$ cat src/design/dsrw_pkg.sv
package dsrw_pkg;
   // Group geometry: cells per group (14 or 12) and number of groups.
   localparam int DSRW_CELLS_MAX = 14;
   localparam int DSRW_CELLS_MIN = 12;
   localparam int DSRW_GROUPS = 2;
   // Widest memory data path carried by both groups together.
   localparam int DSRW_DQ_MAX = 16;
   localparam int DSRW_DQ_PER_GROUP = DSRW_DQ_MAX / DSRW_GROUPS;
   // Calibration code width from the edge DLL.
   localparam int DSRW_CAL_W = 6;
   // Clock figures.
   localparam int DSRW_SYS_PERIOD_NS = 20;
   // Strobe read quadrature delay in system cycles after a sampled strobe edge.
   localparam int DSRW_RD_SHIFT_CYC = 1;
   // Burst length in strobe edges (beats) per read; default figure, may differ.
   localparam int DSRW_BURST_BEATS = 4;
   // DLL lock: consecutive matching feedback samples needed.
   localparam int DSRW_DLL_LOCK_CNT = 8;
   localparam logic [DSRW_CAL_W-1:0] DSRW_CAL_RST = 6'h20;
endpackage : dsrw_pkg

$ cat src/design/dsrw_dll.sv
`timescale 1ns/1ps
// Calibration loop: compares the system clock reference against its delayed feedback
// and steps a 6-bit code until the two agree.
module dsrw_dll
   import dsrw_pkg::*;
(
   input wire logic i_clk_sys,
   input wire logic i_srst,
   input wire logic i_fb_early,
   input wire logic i_fb_late,
   output logic [DSRW_CAL_W-1:0] o_cal_code,
   output logic o_locked
);
   logic [DSRW_CAL_W-1:0] code_q;
   logic [3:0] match_q;
   wire step_up = i_fb_early & ~i_fb_late & (code_q != 6'h3f);
   wire step_dn = i_fb_late & ~i_fb_early & (code_q != 6'h00);
   wire balanced = ~(i_fb_early ^ i_fb_late);

   // The code moves one step per cycle so the delay line never jumps mid-burst.
   always_ff @(posedge i_clk_sys)
   begin
      if (i_srst)
      begin
         code_q <= DSRW_CAL_RST;
         match_q <= 4'h0;
      end
      else
      begin
         if (step_up)
            code_q <= code_q + 6'h01;
         else if (step_dn)
            code_q <= code_q - 6'h01;
         if (!balanced)
            match_q <= 4'h0;
         else if (match_q != 4'(DSRW_DLL_LOCK_CNT))
            match_q <= match_q + 4'h1;
      end
   end

   assign o_cal_code = code_q;
   assign o_locked = (match_q == 4'(DSRW_DLL_LOCK_CNT));
endmodule : dsrw_dll

$ cat src/design/dsrw_top.sv
`timescale 1ns/1ps
// Function
// - Two cell groups, one control element each.
// - Data path at most sixteen bits wide.
// - Four outputs: read, write, polarity, valid.
// - Shifted read strobe derived from incoming strobe; shifted write strobe toggles on the system clock.
// - Polarity re-evaluated at every read start.
// - First rising edge after preamble sets polarity.
// - Polarity selects sync register clock edge.
// - Delay takes 6-bit DLL calibration code.
// - DLL compensates using system clock feedback.
// - Read data captured on both strobe edges.
// - Captured streams resynchronised to system clock.
// - Write mux switched by shifted write strobe.
// - Output enable registered on write strobe.
module dsrw_top
   import dsrw_pkg::*;
#(
   parameter int GROUP_W = DSRW_DQ_PER_GROUP,
   parameter int BURST_BEATS = DSRW_BURST_BEATS
)
(
   input wire logic i_clk_sys,
   input wire logic i_srst,
   input wire logic [DSRW_GROUPS-1:0] i_dqs_in,
   input wire logic [DSRW_GROUPS-1:0] i_dqs_driven,
   input wire logic [DSRW_GROUPS*GROUP_W-1:0] i_dq_in,
   input wire logic [DSRW_GROUPS-1:0] i_read_start,
   input wire logic [DSRW_GROUPS-1:0] i_write_en,
   input wire logic [DSRW_GROUPS*GROUP_W-1:0] i_wr_rise,
   input wire logic [DSRW_GROUPS*GROUP_W-1:0] i_wr_fall,
   input wire logic [DSRW_GROUPS-1:0] i_wr_tristate,
   input wire logic i_fb_early,
   input wire logic i_fb_late,
   output logic [DSRW_GROUPS-1:0] o_read_strobe_shifted,
   output logic [DSRW_GROUPS-1:0] o_write_strobe_shifted,
   output logic [DSRW_GROUPS-1:0] o_sync_clock_polarity_select,
   output logic [DSRW_GROUPS-1:0] o_read_valid_flag,
   output logic [DSRW_GROUPS*GROUP_W-1:0] o_rd_rise,
   output logic [DSRW_GROUPS*GROUP_W-1:0] o_rd_fall,
   output logic [DSRW_GROUPS*GROUP_W-1:0] o_dq_out,
   output logic [DSRW_GROUPS*GROUP_W-1:0] o_dq_oe_n,
   output logic [DSRW_GROUPS-1:0] o_dqs_out,
   output logic [DSRW_GROUPS-1:0] o_dqs_oe_n,
   output logic [DSRW_CAL_W-1:0] o_cal_code,
   output logic o_dll_locked
);
   logic [DSRW_CAL_W-1:0] cal_w;
   logic locked_w;

   // One calibration loop serves both groups.
   dsrw_dll i_dsrw_dll (
      .i_clk_sys(i_clk_sys),
      .i_srst(i_srst),
      .i_fb_early(i_fb_early),
      .i_fb_late(i_fb_late),
      .o_cal_code(cal_w),
      .o_locked(locked_w)
   );

   always_ff @(posedge i_clk_sys)
   begin
      if (i_srst)
      begin
         o_cal_code <= DSRW_CAL_RST;
         o_dll_locked <= 1'b0;
      end
      else
      begin
         o_cal_code <= cal_w;
         o_dll_locked <= locked_w;
      end
   end

   // Each group has one control element whose outputs fan to all its cells.
   for (genvar g = 0; g < DSRW_GROUPS; g++)
   begin : g_grp
      typedef enum logic [1:0] {ST_IDLE, ST_PRE, ST_BURST} dsrw_rd_e;
      dsrw_rd_e st_q;
      logic [2:0] dqs_sync_q;
      logic [2:0] drv_sync_q;
      logic [3*GROUP_W-1:0] dq_sync_q;
      logic dqs_lvl_q;
      logic [DSRW_CAL_W-1:0] dly_cnt_q;
      logic rd_shift_q;
      logic wr_shift_q;
      logic pol_q;
      logic valid_q;
      logic [7:0] beat_q;
      logic [GROUP_W-1:0] cap_r_q;
      logic [GROUP_W-1:0] cap_f_q;
      logic [GROUP_W-1:0] rd_r_q;
      logic [GROUP_W-1:0] rd_f_q;
      logic [GROUP_W-1:0] wr_r_q;
      logic [GROUP_W-1:0] wr_f_q;
      logic oe_n_q;
      logic dqs_out_q;
      logic phase_q;

      // A strobe level counts once the second and third samples agree.
      wire dqs_agree = (dqs_sync_q[1] == dqs_sync_q[2]);
      wire dqs_rise = dqs_agree & dqs_sync_q[2] & ~dqs_lvl_q;
      wire dqs_fall = dqs_agree & ~dqs_sync_q[2] & dqs_lvl_q;
      wire dqs_edge = dqs_rise | dqs_fall;
      wire drv_ok = (drv_sync_q[1] == drv_sync_q[2]) & drv_sync_q[2];
      wire [GROUP_W-1:0] dq_now = dq_sync_q[3*GROUP_W-1:2*GROUP_W];
      wire dly_done = (dly_cnt_q == 6'h00);
      wire last_beat = (beat_q == 8'(BURST_BEATS - 1));

      // Input synchronisers: stage 0 feeds only stage 1.
      always_ff @(posedge i_clk_sys)
      begin
         if (i_srst)
         begin
            dqs_sync_q <= 3'h0;
            drv_sync_q <= 3'h0;
            dq_sync_q <= '0;
         end
         else
         begin
            dqs_sync_q <= {dqs_sync_q[1:0], i_dqs_in[g]};
            drv_sync_q <= {drv_sync_q[1:0], i_dqs_driven[g]};
            dq_sync_q <= {dq_sync_q[2*GROUP_W-1:0], i_dq_in[g*GROUP_W +: GROUP_W]};
         end
      end

      // The shifted read strobe follows the incoming strobe after a delay set by the
      // calibration code; it is not gated by the read sequencer, so it tracks any settled strobe level.
      always_ff @(posedge i_clk_sys)
      begin
         if (i_srst)
         begin
            dqs_lvl_q <= 1'b0;
            dly_cnt_q <= '0;
            rd_shift_q <= 1'b0;
         end
         else
         begin
            if (dqs_agree)
               dqs_lvl_q <= dqs_sync_q[2];
            if (dqs_edge)
               dly_cnt_q <= 6'(DSRW_RD_SHIFT_CYC - 1) + (cal_w >> 5);
            else if (!dly_done)
               dly_cnt_q <= dly_cnt_q - 6'h01;
            if (dly_done && (dqs_lvl_q != rd_shift_q))
               rd_shift_q <= dqs_lvl_q;
         end
      end

      // Read sequencer: parked strobe, preamble low, first rise fixes the polarity.
      always_ff @(posedge i_clk_sys)
      begin
         if (i_srst)
         begin
            st_q <= ST_IDLE;
            pol_q <= 1'b0;
            beat_q <= 8'h00;
            valid_q <= 1'b0;
         end
         else
         begin
            valid_q <= 1'b0;
            case (st_q)
               ST_IDLE:
               begin
                  beat_q <= 8'h00;
                  if (i_read_start[g])
                     st_q <= ST_PRE;
               end
               ST_PRE:
               begin
                  // Waits for the driven-low preamble before trusting a rise.
                  if (drv_ok && dqs_rise)
                  begin
                     pol_q <= phase_q;
                     // The first rise is beat one, so the burst ends on its own last edge.
                     beat_q <= 8'h01;
                     st_q <= ST_BURST;
                  end
               end
               ST_BURST:
               begin
                  if (dqs_edge)
                  begin
                     valid_q <= dqs_fall;
                     beat_q <= beat_q + 8'h01;
                     if (last_beat)
                        st_q <= ST_IDLE;
                  end
               end
               default: st_q <= ST_IDLE;
            endcase
         end
      end

      // Free phase toggle of the system clock, sampled by the first rising strobe.
      always_ff @(posedge i_clk_sys)
      begin
         if (i_srst)
            phase_q <= 1'b0;
         else
            phase_q <= ~phase_q;
      end

      // Capture on both strobe edges, then move to the system domain.
      always_ff @(posedge i_clk_sys)
      begin
         if (i_srst)
         begin
            cap_r_q <= '0;
            cap_f_q <= '0;
            rd_r_q <= '0;
            rd_f_q <= '0;
         end
         else
         begin
            if (dqs_rise)
               cap_r_q <= dq_now;
            if (dqs_fall)
               cap_f_q <= dq_now;
            // The pair moves across together on the fall that completes it.
            if (dqs_fall)
            begin
               rd_r_q <= cap_r_q;
               rd_f_q <= dq_now;
            end
         end
      end

      // Write path: strobe toggles each cycle, data mux follows it, enable registered.
      always_ff @(posedge i_clk_sys)
      begin
         if (i_srst)
         begin
            wr_shift_q <= 1'b0;
            wr_r_q <= '0;
            wr_f_q <= '0;
            oe_n_q <= 1'b1;
            dqs_out_q <= 1'b0;
         end
         else
         begin
            wr_shift_q <= i_write_en[g] ? ~wr_shift_q : 1'b0;
            dqs_out_q <= wr_shift_q;
            if (!wr_shift_q)
            begin
               wr_r_q <= i_wr_rise[g*GROUP_W +: GROUP_W];
               wr_f_q <= i_wr_fall[g*GROUP_W +: GROUP_W];
            end
            if (wr_shift_q || !i_write_en[g])
               oe_n_q <= i_wr_tristate[g] | ~i_write_en[g];
         end
      end

      // Registered outputs of the group; the data path is at most sixteen bits.
      always_ff @(posedge i_clk_sys)
      begin
         if (i_srst)
         begin
            o_read_strobe_shifted[g] <= 1'b0;
            o_write_strobe_shifted[g] <= 1'b0;
            o_sync_clock_polarity_select[g] <= 1'b0;
            o_read_valid_flag[g] <= 1'b0;
            o_rd_rise[g*GROUP_W +: GROUP_W] <= '0;
            o_rd_fall[g*GROUP_W +: GROUP_W] <= '0;
            o_dq_out[g*GROUP_W +: GROUP_W] <= '0;
            o_dq_oe_n[g*GROUP_W +: GROUP_W] <= '1;
            o_dqs_out[g] <= 1'b0;
            o_dqs_oe_n[g] <= 1'b1;
         end
         else
         begin
            o_read_strobe_shifted[g] <= rd_shift_q;
            o_write_strobe_shifted[g] <= wr_shift_q;
            o_sync_clock_polarity_select[g] <= pol_q;
            o_read_valid_flag[g] <= valid_q;
            o_rd_rise[g*GROUP_W +: GROUP_W] <= rd_r_q;
            o_rd_fall[g*GROUP_W +: GROUP_W] <= rd_f_q;
            o_dq_out[g*GROUP_W +: GROUP_W] <= wr_shift_q ? wr_f_q : wr_r_q;
            o_dq_oe_n[g*GROUP_W +: GROUP_W] <= {GROUP_W{oe_n_q}};
            o_dqs_out[g] <= dqs_out_q;
            o_dqs_oe_n[g] <= oe_n_q;
         end
      end
   end
endmodule : dsrw_top

$ cat config.mk
export PLATFORM = sky130hd
export DESIGN_NAME = dsrw_top
export DESIGN_NICKNAME = d
export VERILOG_FILES = /design/src/design/dsrw_pkg.sv /design/src/design/dsrw_dll.sv /design/src/design/dsrw_top.sv
export SDC_FILE = /design/constraint.sdc
export NUM_CORES = 1
export LEC_CHECK = 0
export BUFFER_PORTS_ARGS = -buffer_cell sky130_fd_sc_hd__buf_2
export CORE_MARGIN = 2
export CORE_UTILIZATION = 25
export DETAILED_ROUTE_END_ITERATION = 7
export MAX_ROUTING_LAYER = met4
export PLACE_DENSITY = 0.52
export SYNTH_ARGS = -nofsm -noshare
export SYNTH_HDL_FRONTEND = slang
export SYNTH_SLANG_ARGS = --single-unit
export TNS_END_PERCENT = 50
$ cat constraint.sdc
create_clock -name i_clk_sys -period 6.2 [get_ports i_clk_sys]
set_input_delay 0.62 -clock i_clk_sys [delete_from_list [all_inputs] [get_ports i_clk_sys]]
set_output_delay 0.62 -clock i_clk_sys [all_outputs]
set_load 0.02 [all_outputs]
==> flow_metrics.py <==
metrics = {
    "clock_tree": {
        "clock_sinks": 263,
        "cts-buffers-inserted": 30,
        "insertion_delay_ns": 0.56,
        "clkTransAtPathRegs_ns": 0.06,
        "cts_hold_buf": 0,
        "cts_tree": "built",
        "clock-root-buffer": "clkbuf_16",
        "htree_levels": 1,
        "clk_path_buf_depth": 3,
        "postCtsResizedCells": 0,
        "post_cts_buffers": 0,
    },
    "synthesis": {
        "synth_edf_count": 0,
        "syn_inst": 952,
        "synth_top_area_share_pct": 57.0,
        "synth_largest_area_cell": "dfxtp_1",
        "yosysMostFrequentCell": "dfxtp_1",
        "syn_avg_cell_area_um2": 9.70,
        "yosysWarnings": 0,
        "yosysUniqueCellTypes": 48,
        "ys_async_sr_fraction_pct": 0,
        "ys_top_cells_by_area": "dfxtp_1 (57%), nor2b_1 (7.4%), nand2_1 (5.4%), a21oi_1 (5.1%), mux2i_1 (3.4%)",
        "ys.flop_type": "dfxtp_1",
        "syn_area_um2": 9240,
        "synth-seq-cells": 263,
        "syn_nets": 1039,
        "ys_seq_area_share_pct": 57.0,
        "synthTopCellsByCount": "dfxtp_1 (263), nand2_1 (134), nor2b_1 (109)",
    },
    "setup_path": {
        "cp.required_ns": 6.64,
        "crit_fanout": 9,
        "worstSetupEndpointType": "flip-flop",
        "reg2reg_from": "i_dsrw_dll.o_cal_code[0]",
        "crit_path_start": "i_dsrw_dll.o_cal_code[0]",
        "timing.rr.end": "i_dsrw_dll.o_cal_code[5]",
        "setup.worst_path.start_class": "flip-flop",
        "arrival_ns": 3.20,
        "r2r_cells": 8,
        "crit_type": "reg2reg",
        "ff2ff_setup_slack_ns": 3.44,
    },
    "place": {
        "gp_congestion": 0.729,
        "portBuffers": 144,
        "dp_hpwl_um": 12200,
        "post-place-ws_ns": 3.35,
        "place_inst": 1502,
    },
    "global_route": {
        "grt_overflow": 0,
        "grt_pass1_wl_um": 30900,
        "grt_pass1_vias": 6249,
        "antenna_found_initial": 2,
        "grt_busiest_layer": "met2",
        "met2_usage_pct": 15.6,
        "use_met1_pct": 12.2,
        "grt_max_degree": 113,
        "gr-usage-met3_pct": 3.76,
        "grt_use_total_pct": 10.0,
    },
    "run": {
        "max_cap_viol_count": 0,
    },
    "detailed_routing": {
        "wirelength_um": 18600,
        "wl_per_cell_um": 11.9,
        "first_pass_iters": 4,
        "viasPerCell": 4.04,
        "ant_nets": 0,
        "drtIter0Drc": 254,
        "drc": 0,
        "vias": 6301,
    },
    "timing": {
        "layout_min_cycle_time_ns": 2.76,
        "fin_skew_ns": 0.0164,
        "rsz0062_at_grt": "no",
        "fmax_mhz": 362,
        "finalSetupTns_ns": 0,
        "setup_viol": 0,
        "setup_slack_ns": 3.44,
        "finalMaxSlewViolations": 0,
        "tightest_slew_ns": 1.27,
        "relSlewSlack_pct": 15.0,
        "min_period_over_period_pct": 44.5,
        "hold_viol": 0,
    },
    "layout": {
        "nets": 1153,
        "area_growth_syn_to_layout_pct": 23.3,
        "final_core_util_pct": 31.2,
        "seqCellArea_um2": 5270,
        "drive_gt1_share_pct": 19.3,
        "layoutNonFillerInstCount": 1560,
        "fillCellCount": 3778,
        "multi_input_area_um2": 3580,
    },
    "floorplanning": {
        "die_w_um": 196,
        "core_um2": 36500,
        "ios": 145,
        "die_h_um": 196,
        "dieArea_um2": 38500,
        "initial_core_util_pct": 25.3,
        "placementRows": 70,
    },
    "hold_path": {
        "hold_depth": 2,
        "hp-class": "in2reg",
        "worstHoldEndpoint": "g_grp[0].dq_sync_q[6]",
        "hp-start": "i_dq_in[6]",
    },
    "power": {
        "peakVddDrop_uv": 207,
        "power.density_nw_per_um2": 376,
        "leakage_nw": 4.62,
    },
    "outcome": {
        "status": "complete, no violations",
    },
}
-- final cells by class --
type | count | share of cell area, %
tap | 468 | 5.14
timing repair buffer | 148 | 6.65
multi-input combinational | 604 | 31.4
clock inverter | 18 | 2.53
sequential | 263 | 46.2
clock buffer | 38 | 7.38
inverter | 19 | 0.626
antenna | 2 | 0.0439
-- routing by layer --
metal,vias to the layer above,share of wire (%)
met5,-,0
met4,0,2.4
met3,35,8.3
met2,143,43
met1,2814,46
li1,3309,-
-- cell families (layout without fill, tap and decap cells) --
family	count (synthesis)	in the layout	synth area share [%]
compound gates	120	120	7.21
xor+xnor	26	26	2.46
fa+ha+maj	25	25	3.47
buf+inv	85	223	4.28
flops	263	263	57.0
mux	33	33	3.63
other cells	0	2	0
simple gates	400	400	22.0
-- critical path, cell delays in order, from the launching register on --
cell and delay [ns]:
dfxtp_1 0.48, nand4_1 0.15, o21ai_1 0.52, ha_1 0.37, a211oi_1 0.26, o21bai_1 0.10
a21oi_1 0.19, mux2i_1 0.23, mux2_2 0.35
-- power by group --
group	switching, mW	total, mW	internal (mW)
clock network	0.730	1.95	1.22
logic	0.264	0.482	0.218
registers	0.0640	1.85	1.79
total	1.06	4.28	3.22
-- flip-flops by register name, indices dropped and copies added (netlist names), 4 cells and up --
register	cells
g_grp.wr_f_q	16
g_grp.rd_r_q	16
g_grp.rd_f_q	16
g_grp.wr_r_q	16
g_grp.dly_cnt_q	12
g_grp.dq_sync_q	48
g_grp.cap_r_q	16
o_rd_fall	16
i_dsrw_dll.o_cal_code	6
i_dsrw_dll.match_q	4
g_grp.beat_q	16
o_rd_rise	16
g_grp.dqs_sync_q	6
g_grp.st_q	4
g_grp.drv_sync_q	6
o_cal_code	6
o_dq_out	16
-- layout by cell type (no fill, tap or decap), drive strengths merged, types with 3 or more instances in the layout --
cell and count:
buf 148, clkbuf 38, clkinv 6, nand2b 45, inv 22, nor2 62, clkinvlp 3, nor3 9
xor2 15, a211oi 4, or2 3, nor2b 109, nand4 9, a21o 4, xnor2 11, a21oi 95
o31ai 3, nor3b 3, mux2i 32, or3 5, dfxtp 263, bufinv 6, nand3b 4, o21ai 7
nand3 6, ha 24, nand2 134
-- worst max path at each step --
stage                                     endpoint  slack [ns]  cells past startpoint
after global placement    i_dsrw_dll.o_cal_code[5]        3.38                     10
after global routing      i_dsrw_dll.o_cal_code[5]        3.16                      8
after floorplan           i_dsrw_dll.o_cal_code[5]        3.66                      9
after CTS                 i_dsrw_dll.o_cal_code[5]        3.44                      8
after detailed placement  i_dsrw_dll.o_cal_code[5]        3.35                      9
final                     i_dsrw_dll.o_cal_code[5]        3.44                      8
-- metrics by stage --
stage | cell area, um^2 | hold slack, ns | total power [mW]
floorplan | 9240 | 0.392 | 2.26
detailed placement | 10300 | 0.400 | 2.37
CTS | 11400 | 0.232 | 4.36
global route | 11400 | 0.246 | 4.51
finish | 11400 | 0.269 | 4.28
global placement | 10300 | 0.399 | 2.36
Note: power is estimated with default switching activity, not from simulation.
